### src/hw/svm_pkg.sv
// svm_pkg: constants and types of the supply monitor control block
package svm_pkg;

  // ****************************************************************
  // bus geometry and answers
  // ****************************************************************
  localparam int unsigned AXI_AW = 5;
  localparam logic [1:0] RESP_OKAY   = 2'h0;
  localparam logic [1:0] RESP_SLVERR = 2'h2;

  // ****************************************************************
  // register byte addresses
  // ****************************************************************
  localparam logic [AXI_AW-1:0] ADDR_CTRL = 5'h00;
  localparam logic [AXI_AW-1:0] ADDR_STAT = 5'h04;
  localparam logic [AXI_AW-1:0] ADDR_MASK = 5'h08;
  localparam logic [AXI_AW-1:0] ADDR_SET  = 5'h0c;

  // ****************************************************************
  // control register fields and reset values
  // ****************************************************************
  localparam int unsigned CTRL_LEVEL_LSB = 0;
  localparam int unsigned CTRL_ENABLE_BIT = 4;
  localparam int unsigned CTRL_FLAG_BIT = 5;
  localparam logic [2:0] CTRL_LEVEL_RESET = 3'h0;
  localparam logic CTRL_ENABLE_RESET = 1'b0;

  // ****************************************************************
  // interrupt status / mask layout
  // ****************************************************************
  localparam int unsigned IRQ_W = 2;
  localparam int unsigned IRQ_DET_BIT = 0;
  localparam int unsigned IRQ_RISE_BIT = 1;
  localparam logic [IRQ_W-1:0] IRQ_RESET = 2'h0;

  // ****************************************************************
  // timing
  // ****************************************************************
  localparam int unsigned CLK_PERIOD_NS = 8;
  localparam int unsigned IRQ_ASSERT_DELAY_NS = 1000;
  localparam int unsigned IRQ_DELAY_CYCLES =
    (IRQ_ASSERT_DELAY_NS + CLK_PERIOD_NS - 1) / CLK_PERIOD_NS;
  localparam int unsigned DELAY_W = 8;
  localparam logic [DELAY_W-1:0] DELAY_LAST =
    DELAY_W'(IRQ_DELAY_CYCLES - 1);

  // ****************************************************************
  // types
  // ****************************************************************
  // trip levels: 2.0 2.2 2.4 2.7 3.0 3.3 3.6 4.4 volts
  typedef enum logic [2:0] {
    SVM_TRIP_2V0 = 3'h0,
    SVM_TRIP_2V2 = 3'h1,
    SVM_TRIP_2V4 = 3'h2,
    SVM_TRIP_2V7 = 3'h3,
    SVM_TRIP_3V0 = 3'h4,
    SVM_TRIP_3V3 = 3'h5,
    SVM_TRIP_3V6 = 3'h6,
    SVM_TRIP_4V4 = 3'h7
  } svm_trip_e;

  typedef enum logic [1:0] {
    SVM_DLY_IDLE  = 2'h0,
    SVM_DLY_COUNT = 2'h1,
    SVM_DLY_DONE  = 2'h2
  } svm_dly_e;

  // drive toward the analog detector
  typedef struct packed {
    logic      detector_enable;
    svm_trip_e trip_level_select;
  } svm_analog_s;

  // toward the shared interrupt controller and power manager
  typedef struct packed {
    logic detector_irq_request;
    logic wake_request;
  } svm_sys_s;

endpackage

### src/hw/svm_sync.sv
// svm_sync: two-stage synchroniser for the comparator level
`timescale 1ns/1ns
`default_nettype none
module svm_sync
(
  // clock and reset
  input  wire logic aclk,
  input  wire logic aresetn,
  // level in and out
  input  wire logic async_in,
  output var  logic sync_out
);

  logic stage1_reg;
  logic stage2_reg;

  always_ff @(posedge aclk)
  begin
    if (!aresetn)
    begin
      stage1_reg <= 1'b0;
      stage2_reg <= 1'b0;
    end
    else
    begin
      stage1_reg <= async_in;
      stage2_reg <= stage1_reg;
    end
  end

  assign sync_out = stage2_reg;

endmodule
`default_nettype wire

### src/hw/svm_delay.sv
// svm_delay: holds off the detector request until the flag stayed high
`timescale 1ns/1ns
`default_nettype none
module svm_delay
(
  // clock and reset
  input  wire logic aclk,
  input  wire logic aresetn,
  // flag in, request pulse out
  input  wire logic flag_high,
  output var  logic fire
);
  import svm_pkg::*;

  svm_dly_e            state_reg;
  svm_dly_e            state_next;
  logic [DELAY_W-1:0]  cnt_reg;

  always_comb
  begin
    state_next = state_reg;
    case (state_reg)
      SVM_DLY_IDLE:
        if (flag_high)
          state_next = SVM_DLY_COUNT;
      SVM_DLY_COUNT:
        if (!flag_high)
          state_next = SVM_DLY_IDLE;
        else if (cnt_reg == DELAY_LAST)
          state_next = SVM_DLY_DONE;
      SVM_DLY_DONE:
        if (!flag_high)
          state_next = SVM_DLY_IDLE;
      default:
        state_next = SVM_DLY_IDLE;
    endcase
  end

  always_ff @(posedge aclk)
  begin
    if (!aresetn)
      state_reg <= SVM_DLY_IDLE;
    else
      state_reg <= state_next;
  end

  // a dip restarts the wait, so one fire per low period
  always_ff @(posedge aclk)
  begin
    if (!aresetn)
      cnt_reg <= '0;
    else if (state_reg == SVM_DLY_COUNT)
      cnt_reg <= cnt_reg + DELAY_W'(1);
    else
      cnt_reg <= '0;
  end

  assign fire = (state_reg == SVM_DLY_COUNT) && flag_high &&
                (cnt_reg == DELAY_LAST);

endmodule
`default_nettype wire

### src/hw/svm_ctrl.sv
// svm_ctrl: supply monitor control, flag and interrupt logic
//
// Summary of operation
// - three-bit code picks trip level 2.0 to 4.4 volts in order
// - enable bit one powers detector, zero switches it off
// - bit 5 reads one while supply below trip level
// - bits 7, 6 and 3 read zero
// - request raised only after fixed delay following flag rise, or at once by a write to ADDR_SET
// - request goes to a shared interrupt source, no own vector
// - enabled detector keeps working and setting request in sleep
// - request raised in sleep or idle wakes the device
// - flag follows comparator unfiltered, may toggle near threshold
// - enable also powers the internal reference, no extra bit
// - low-to-high request edge wakes only while power_down_mode is high, whatever the enables
// - service clears shared flag only; software clears request
`timescale 1ns/1ns
`default_nettype none
module svm_ctrl
(
  // clock and reset
  input  wire logic                      aclk,
  input  wire logic                      aresetn,
  // axi4-lite write address
  input  wire logic [svm_pkg::AXI_AW-1:0] s_axi_awaddr,
  input  wire logic [2:0]                s_axi_awprot,
  input  wire logic                      s_axi_awvalid,
  output var  logic                      s_axi_awready,
  // axi4-lite write data
  input  wire logic [31:0]               s_axi_wdata,
  input  wire logic [3:0]                s_axi_wstrb,
  input  wire logic                      s_axi_wvalid,
  output var  logic                      s_axi_wready,
  // axi4-lite write response
  output var  logic [1:0]                s_axi_bresp,
  output var  logic                      s_axi_bvalid,
  input  wire logic                      s_axi_bready,
  // axi4-lite read address
  input  wire logic [svm_pkg::AXI_AW-1:0] s_axi_araddr,
  input  wire logic [2:0]                s_axi_arprot,
  input  wire logic                      s_axi_arvalid,
  output var  logic                      s_axi_arready,
  // axi4-lite read data
  output var  logic [31:0]               s_axi_rdata,
  output var  logic [1:0]                s_axi_rresp,
  output var  logic                      s_axi_rvalid,
  input  wire logic                      s_axi_rready,
  // analog detector
  input  wire logic                      comparator_low,
  output var  svm_pkg::svm_analog_s      analog_ctrl,
  // system side
  input  wire logic                      power_down_mode,
  output var  svm_pkg::svm_sys_s         sys_out,
  output var  logic                      irq
);
  import svm_pkg::*;

  // ****************************************************************
  // declarations
  // ****************************************************************
  logic             enable_reg;
  svm_trip_e        level_reg;
  logic [IRQ_W-1:0] status_reg;
  logic [IRQ_W-1:0] status_next;
  logic [IRQ_W-1:0] mask_reg;
  logic [IRQ_W-1:0] events;
  logic [IRQ_W-1:0] w1c_bits;
  logic [IRQ_W-1:0] w1s_bits;
  logic             cmp_sync;
  logic             low_supply_flag;
  logic             flag_d_reg;
  logic             det_fire;
  logic             req_d_reg;
  logic             wake_reg;
  logic             irq_reg;
  logic             wr_go;
  logic             rd_go;
  logic             wr_byte0;
  logic             bvalid_reg;
  logic [1:0]       bresp_reg;
  logic             rvalid_reg;
  logic [1:0]       rresp_reg;
  logic [31:0]      rdata_reg;
  logic [31:0]      rdata_next;
  logic [1:0]       rresp_next;

  // ****************************************************************
  // comparator path
  // ****************************************************************
  // two-flop synchroniser
  svm_sync u_sync
  (
    .aclk     (aclk),
    .aresetn  (aresetn),
    .async_in (comparator_low),
    .sync_out (cmp_sync)
  );

  // no filter on flag
  // comparator output means nothing while the circuit is unpowered
  assign low_supply_flag = cmp_sync & enable_reg;

  svm_delay u_delay
  (
    .aclk      (aclk),
    .aresetn   (aresetn),
    .flag_high (low_supply_flag),
    .fire      (det_fire)
  );

  always_ff @(posedge aclk)
  begin
    if (!aresetn)
      flag_d_reg <= 1'b0;
    else
      flag_d_reg <= low_supply_flag;
  end

  // ****************************************************************
  // analog controls
  // ****************************************************************
  // enable powers detector
  assign analog_ctrl.detector_enable = enable_reg;
  assign analog_ctrl.trip_level_select = level_reg;

  // ****************************************************************
  // axi4-lite handshakes
  // ****************************************************************
  // both address and data are waited for; one write at a time
  assign wr_go = s_axi_awvalid && s_axi_wvalid && !bvalid_reg;
  assign rd_go = s_axi_arvalid && !rvalid_reg;
  assign wr_byte0 = wr_go && s_axi_wstrb[0];
  assign s_axi_awready = wr_go;
  assign s_axi_wready = wr_go;
  assign s_axi_arready = rd_go;

  always_ff @(posedge aclk)
  begin
    if (!aresetn)
    begin
      bvalid_reg <= 1'b0;
      bresp_reg <= RESP_OKAY;
    end
    else if (wr_go)
    begin
      bvalid_reg <= 1'b1;
      case (s_axi_awaddr)
        ADDR_CTRL, ADDR_STAT, ADDR_MASK, ADDR_SET:
          bresp_reg <= RESP_OKAY;
        default:
          bresp_reg <= RESP_SLVERR;
      endcase
    end
    else if (s_axi_bready)
      bvalid_reg <= 1'b0;
  end

  assign s_axi_bvalid = bvalid_reg;
  assign s_axi_bresp = bresp_reg;

  // ****************************************************************
  // control register
  // ****************************************************************
  // enable bit write
  always_ff @(posedge aclk)
  begin
    if (!aresetn)
      enable_reg <= CTRL_ENABLE_RESET;
    else if (wr_byte0 && s_axi_awaddr == ADDR_CTRL)
      enable_reg <= s_axi_wdata[CTRL_ENABLE_BIT];
  end

  always_ff @(posedge aclk)
  begin
    if (!aresetn)
      level_reg <= svm_trip_e'(CTRL_LEVEL_RESET);
    else if (wr_byte0 && s_axi_awaddr == ADDR_CTRL)
      level_reg <= svm_trip_e'(s_axi_wdata[CTRL_LEVEL_LSB +: 3]);
  end

  // ****************************************************************
  // interrupt status and mask
  // ****************************************************************
  always_ff @(posedge aclk)
  begin
    if (!aresetn)
      mask_reg <= IRQ_RESET;
    else if (wr_byte0 && s_axi_awaddr == ADDR_MASK)
      mask_reg <= s_axi_wdata[IRQ_W-1:0];
  end

  assign w1c_bits = (wr_byte0 && s_axi_awaddr == ADDR_STAT) ?
                    s_axi_wdata[IRQ_W-1:0] : IRQ_RESET;
  assign w1s_bits = (wr_byte0 && s_axi_awaddr == ADDR_SET) ?
                    s_axi_wdata[IRQ_W-1:0] : IRQ_RESET;

  assign events[IRQ_DET_BIT] = det_fire;
  assign events[IRQ_RISE_BIT] = low_supply_flag & ~flag_d_reg;

  // only software clears, set beats clear
  always_comb
  begin
    status_next = (status_reg & ~w1c_bits) | events | w1s_bits;
  end

  always_ff @(posedge aclk)
  begin
    if (!aresetn)
      status_reg <= IRQ_RESET;
    else
      status_reg <= status_next;
  end

  always_ff @(posedge aclk)
  begin
    if (!aresetn)
      irq_reg <= 1'b0;
    else
      irq_reg <= |(status_next & mask_reg);
  end

  assign irq = irq_reg;

  // ****************************************************************
  // shared interrupt source and wake-up
  // ****************************************************************
  always_ff @(posedge aclk)
  begin
    if (!aresetn)
      req_d_reg <= 1'b0;
    else
      req_d_reg <= status_reg[IRQ_DET_BIT];
  end

  // edge wakes regardless of mask
  // a request already high before sleep gives no edge, hence no wake
  always_ff @(posedge aclk)
  begin
    if (!aresetn)
      wake_reg <= 1'b0;
    else
      wake_reg <= status_reg[IRQ_DET_BIT] & ~req_d_reg & power_down_mode;
  end

  assign sys_out.detector_irq_request = status_reg[IRQ_DET_BIT];
  assign sys_out.wake_request = wake_reg;

  // ****************************************************************
  // read path
  // ****************************************************************
  // unused bits read zero
  always_comb
  begin
    rdata_next = 32'h0000_0000;
    rresp_next = RESP_OKAY;
    case (s_axi_araddr)
      ADDR_CTRL:
      begin
        rdata_next[CTRL_LEVEL_LSB +: 3] = level_reg;
        rdata_next[CTRL_ENABLE_BIT] = enable_reg;
        rdata_next[CTRL_FLAG_BIT] = low_supply_flag;
      end
      ADDR_STAT:
        rdata_next[IRQ_W-1:0] = status_reg;
      ADDR_MASK:
        rdata_next[IRQ_W-1:0] = mask_reg;
      ADDR_SET:
        rdata_next = 32'h0000_0000;
      default:
        rresp_next = RESP_SLVERR;
    endcase
  end

  always_ff @(posedge aclk)
  begin
    if (!aresetn)
    begin
      rvalid_reg <= 1'b0;
      rresp_reg <= RESP_OKAY;
      rdata_reg <= 32'h0000_0000;
    end
    else if (rd_go)
    begin
      rvalid_reg <= 1'b1;
      rresp_reg <= rresp_next;
      rdata_reg <= rdata_next;
    end
    else if (s_axi_rready)
      rvalid_reg <= 1'b0;
  end

  assign s_axi_rvalid = rvalid_reg;
  assign s_axi_rresp = rresp_reg;
  assign s_axi_rdata = rdata_reg;

endmodule
`default_nettype wire

### config.mk
export PLATFORM = sky130hd
export DESIGN_NAME = svm_ctrl
export DESIGN_NICKNAME = d
export VERILOG_FILES = /design/src/hw/svm_pkg.sv /design/src/hw/svm_sync.sv /design/src/hw/svm_delay.sv /design/src/hw/svm_ctrl.sv
export SDC_FILE = /design/constraint.sdc
export NUM_CORES = 1
export LEC_CHECK = 0
export BUFFER_PORTS_ARGS = -buffer_cell sky130_fd_sc_hd__buf_2
export CAP_MARGIN = 20
export CORE_MARGIN = 2
export CORE_UTILIZATION = 45
export DETAILED_ROUTE_END_ITERATION = 6
export PLACE_DENSITY = 0.85
export SYNTH_ARGS = -nofsm -noshare
export SYNTH_HDL_FRONTEND = slang
export SYNTH_HIERARCHICAL = 1
export SYNTH_SLANG_ARGS = --single-unit
### constraint.sdc
create_clock -name aclk -period 4.4 [get_ports aclk]
set_input_delay 0.88 -clock aclk [delete_from_list [all_inputs] [get_ports aclk]]
set_output_delay 0.88 -clock aclk [all_outputs]
set_load 0.02 [all_outputs]
==> results.md <==
- Fin Hold WS: 0.434 ns
- Worst Path Arrival: 1.51 ns
- Top post-synthesis cells by area: dfxtp_1, buf_4, mux2i_1
- Final Cycle Share: 0.543
- DR top layer: met4
- Cell Chain, Critical Path: buf_2 > and3b_1 > buf_2
- Placement Setup Slack: 2.01 ns
- CTS tree: yes
- Run status: completed
- Worst Hold Endpoint: u_sync/sync_out
- Area delta synth->final: 11.0%
- Worst path most repeated cell: buf_2
- CP Capture Type: primary output
- Warnings, synthesis: 6
- Placed Instance Area: 0.00177 mm^2
- Post-synthesis sequential area ratio: 0.396
- Root buf cell: clkbuf_8
- Nets: 273
- Skew final: 0.00348 ns
- Critical path peak fanout: 9
- Cells on worst reg2reg path: 6
- Hold buffers post-CTS: 0
- Total core area: 0.00361 mm^2
- Met1 WL: 1240 um
- Post-route ant nets: 0
- # Post-CTS Setup Buffers: 0
- Critical Path RT: 3.52 ns
- Hold path start: u_sync/stage1_reg
- Die area: 0.00421 mm^2
- Post-CTS sizing: 0
- CP Launch Type: primary input
- GRT Util Overall: 0.148
- Hold-critical path depth: 1
- Layout fillers: 364
- Drt pass-1 iters: 4
- Syn Inst Count: 171
- H-Tree Depth: 2
- ANT cells: 0
- Mapped Area: 0.00167 mm^2
- Max incr delay on CP: 0.33 ns
- Final cell count without fillers: 259
- Routed WL per cell: 11.1 um
- DRC Markers: 0
- I/O pin total: 109
- Cts bufs inserted: 5
- Setup WS post-layout: 2.01 ns
- First-pass GRT wire length: 4660 um
- Global route overflow: 0
- Area share of the largest cell type after synthesis: 0.396
- Multi-input gate area: 831 um^2
- Met2 WL: 1410 um
- RR Endpoint: irq
- Final Power: 579 uW
- Max FFs per register: 8
- Reg area: 661 um^2
- Power per Cell Area: 312 mW/mm^2
- VDD IR max: 152 uV
- Util after Layout: 0.514
- Largest net degree at the start of global routing: 26
- Post-synth EDFFs: 0
- Clock buffer depth: 2
- Post-Syn Area per Cell: 9.76 um^2
- Minimum clock period after layout: 2.39 ns
- Start point of the critical path: s_axi_awvalid
- Final Max Tran Viols: 0
- Reg-to-reg startpoint: u_delay/cnt_reg[3]
- Clock transition at path regs: 0.06 ns
- Initial core utilization: 0.463
- Drt via density: 4.65
- Yosys reg bits: 33
- Most used DFF post-synth: dfxtp_1
- Placed cell count: 251
- Netlist cell types: 43
- Final-report setup violation count: 0
- Via count: 1205
- HPWL Detailed: 2230 um
- Layout cells sized above 1: 0.265
- Reg2reg setup slack: 2.27 ns
- Die height: 64.9 um
- Die width: 64.9 um
- Iteration-0 DRC Markers: 77
- Initial antenna violation count: 0
- Setup TNS: 0 ns
- Post-synth top area cell: dfxtp_1
- Max-Cap Viols: 0
- Slowest cell on the critical path: and3b_1
- Fin area: 0.00185 mm^2
- Async SR Flop Fraction: 0
- Clk sinks: 33
- Leakage: 0.833 nW
- Vias in the first global route: 1022
- Worst skew pair latency: 0.28 ns
- Fmax: 0.419 GHz
- Routability cong.: 0.774
- Hold Path Class: register to register
- Port buffer count: 42
- # rows: 22
- Endpoints failing hold: 0
- Kind of critical path: primary input to primary output
- DR WL met3: 164 um
- RSZ-0062 raised after global routing: false
- Drt total wl: 2880 um
[layout make-up]
class,instances,area share
Multi-Input combinational cell,125,0.448
Sequential cell,33,0.357
Timing Repair Buffer,42,0.113
Clock buffer,8,0.0432
Tap cell,48,0.0324
Inverter,3,0.00608
[synth_stat cells (all sizes together) (2+ instances only)]
library cell and n:
buf 35, clkbuf 3, nand3 3, dfxtp 33, xor2 2, a311oi 2
nand4b 2, nor2b 13, o21ai 4, a22oi 5, nor3b 3, nor2 8
and3b 4, mux2i 9, and2 6, or3 4, o2bb2ai 2, o211a 2
nand2 6, ha 2, and3 2, inv 3, a21oi 3, o31ai 2
[cell families (layout without fill, tap and decap cells)]
kind of cell,after synthesis,in the layout,share of synthesized area
XOR/XNOR,3,3,0.0157
other,1,29,0.00225
multiplexers,9,9,0.0540
buffers and inverters,41,53,0.169
AND/OR/NAND/NOR,59,59,0.240
adder cells (fa/ha/maj),2,2,0.0150
flip-flops,33,33,0.396
AO/OA/AOI/OAI,23,23,0.108
[worst max-delay path: cells and delay by family]
family | cells | cell delay (ns)
buffers and inverters | 2 | 0.30
AND/OR/NAND/NOR | 1 | 0.33
[worst max path at each step]
stage          cells after the start             to
2_1_floorplan                      3   s_axi_wready
3_3_place_gp                       3  s_axi_awready
3_5_place_dp                       3  s_axi_awready
4_1_cts                            3  s_axi_awready
5_1_grt                            4  s_axi_arready
6_report                           3  s_axi_awready
[report_power, final]
group | internal [mW] | switching, mW
sequential | 0.303 | 0.00189
clock | 0.112 | 0.0992
combinational | 0.0183 | 0.0447
total | 0.433 | 0.146
[placed cells by master, fill, tap and decap left out, drive strengths merged, types with 2 or more instances in the layout]
master	instances
a21oi	3
and2	6
ha	2
nor3b	3
dfxtp	33
a311oi	2
nor2b	13
conb	29
mux2i	9
o211a	2
o21ai	4
and3	2
a22oi	5
and3b	4
or3	4
nor2	8
clkbuf	8
nand3	3
xor2	2
o31ai	2
nand4b	2
inv	3
nand2	6
buf	42
o2bb2ai	2
[metal layers]
metal  up-vias  GRT usage
met2        41      0.246
met1       550      0.170
met4         0     0.0718
met3         6     0.0469
met5         -          0
li1        608          -
(Power assumes the default switching activity.)
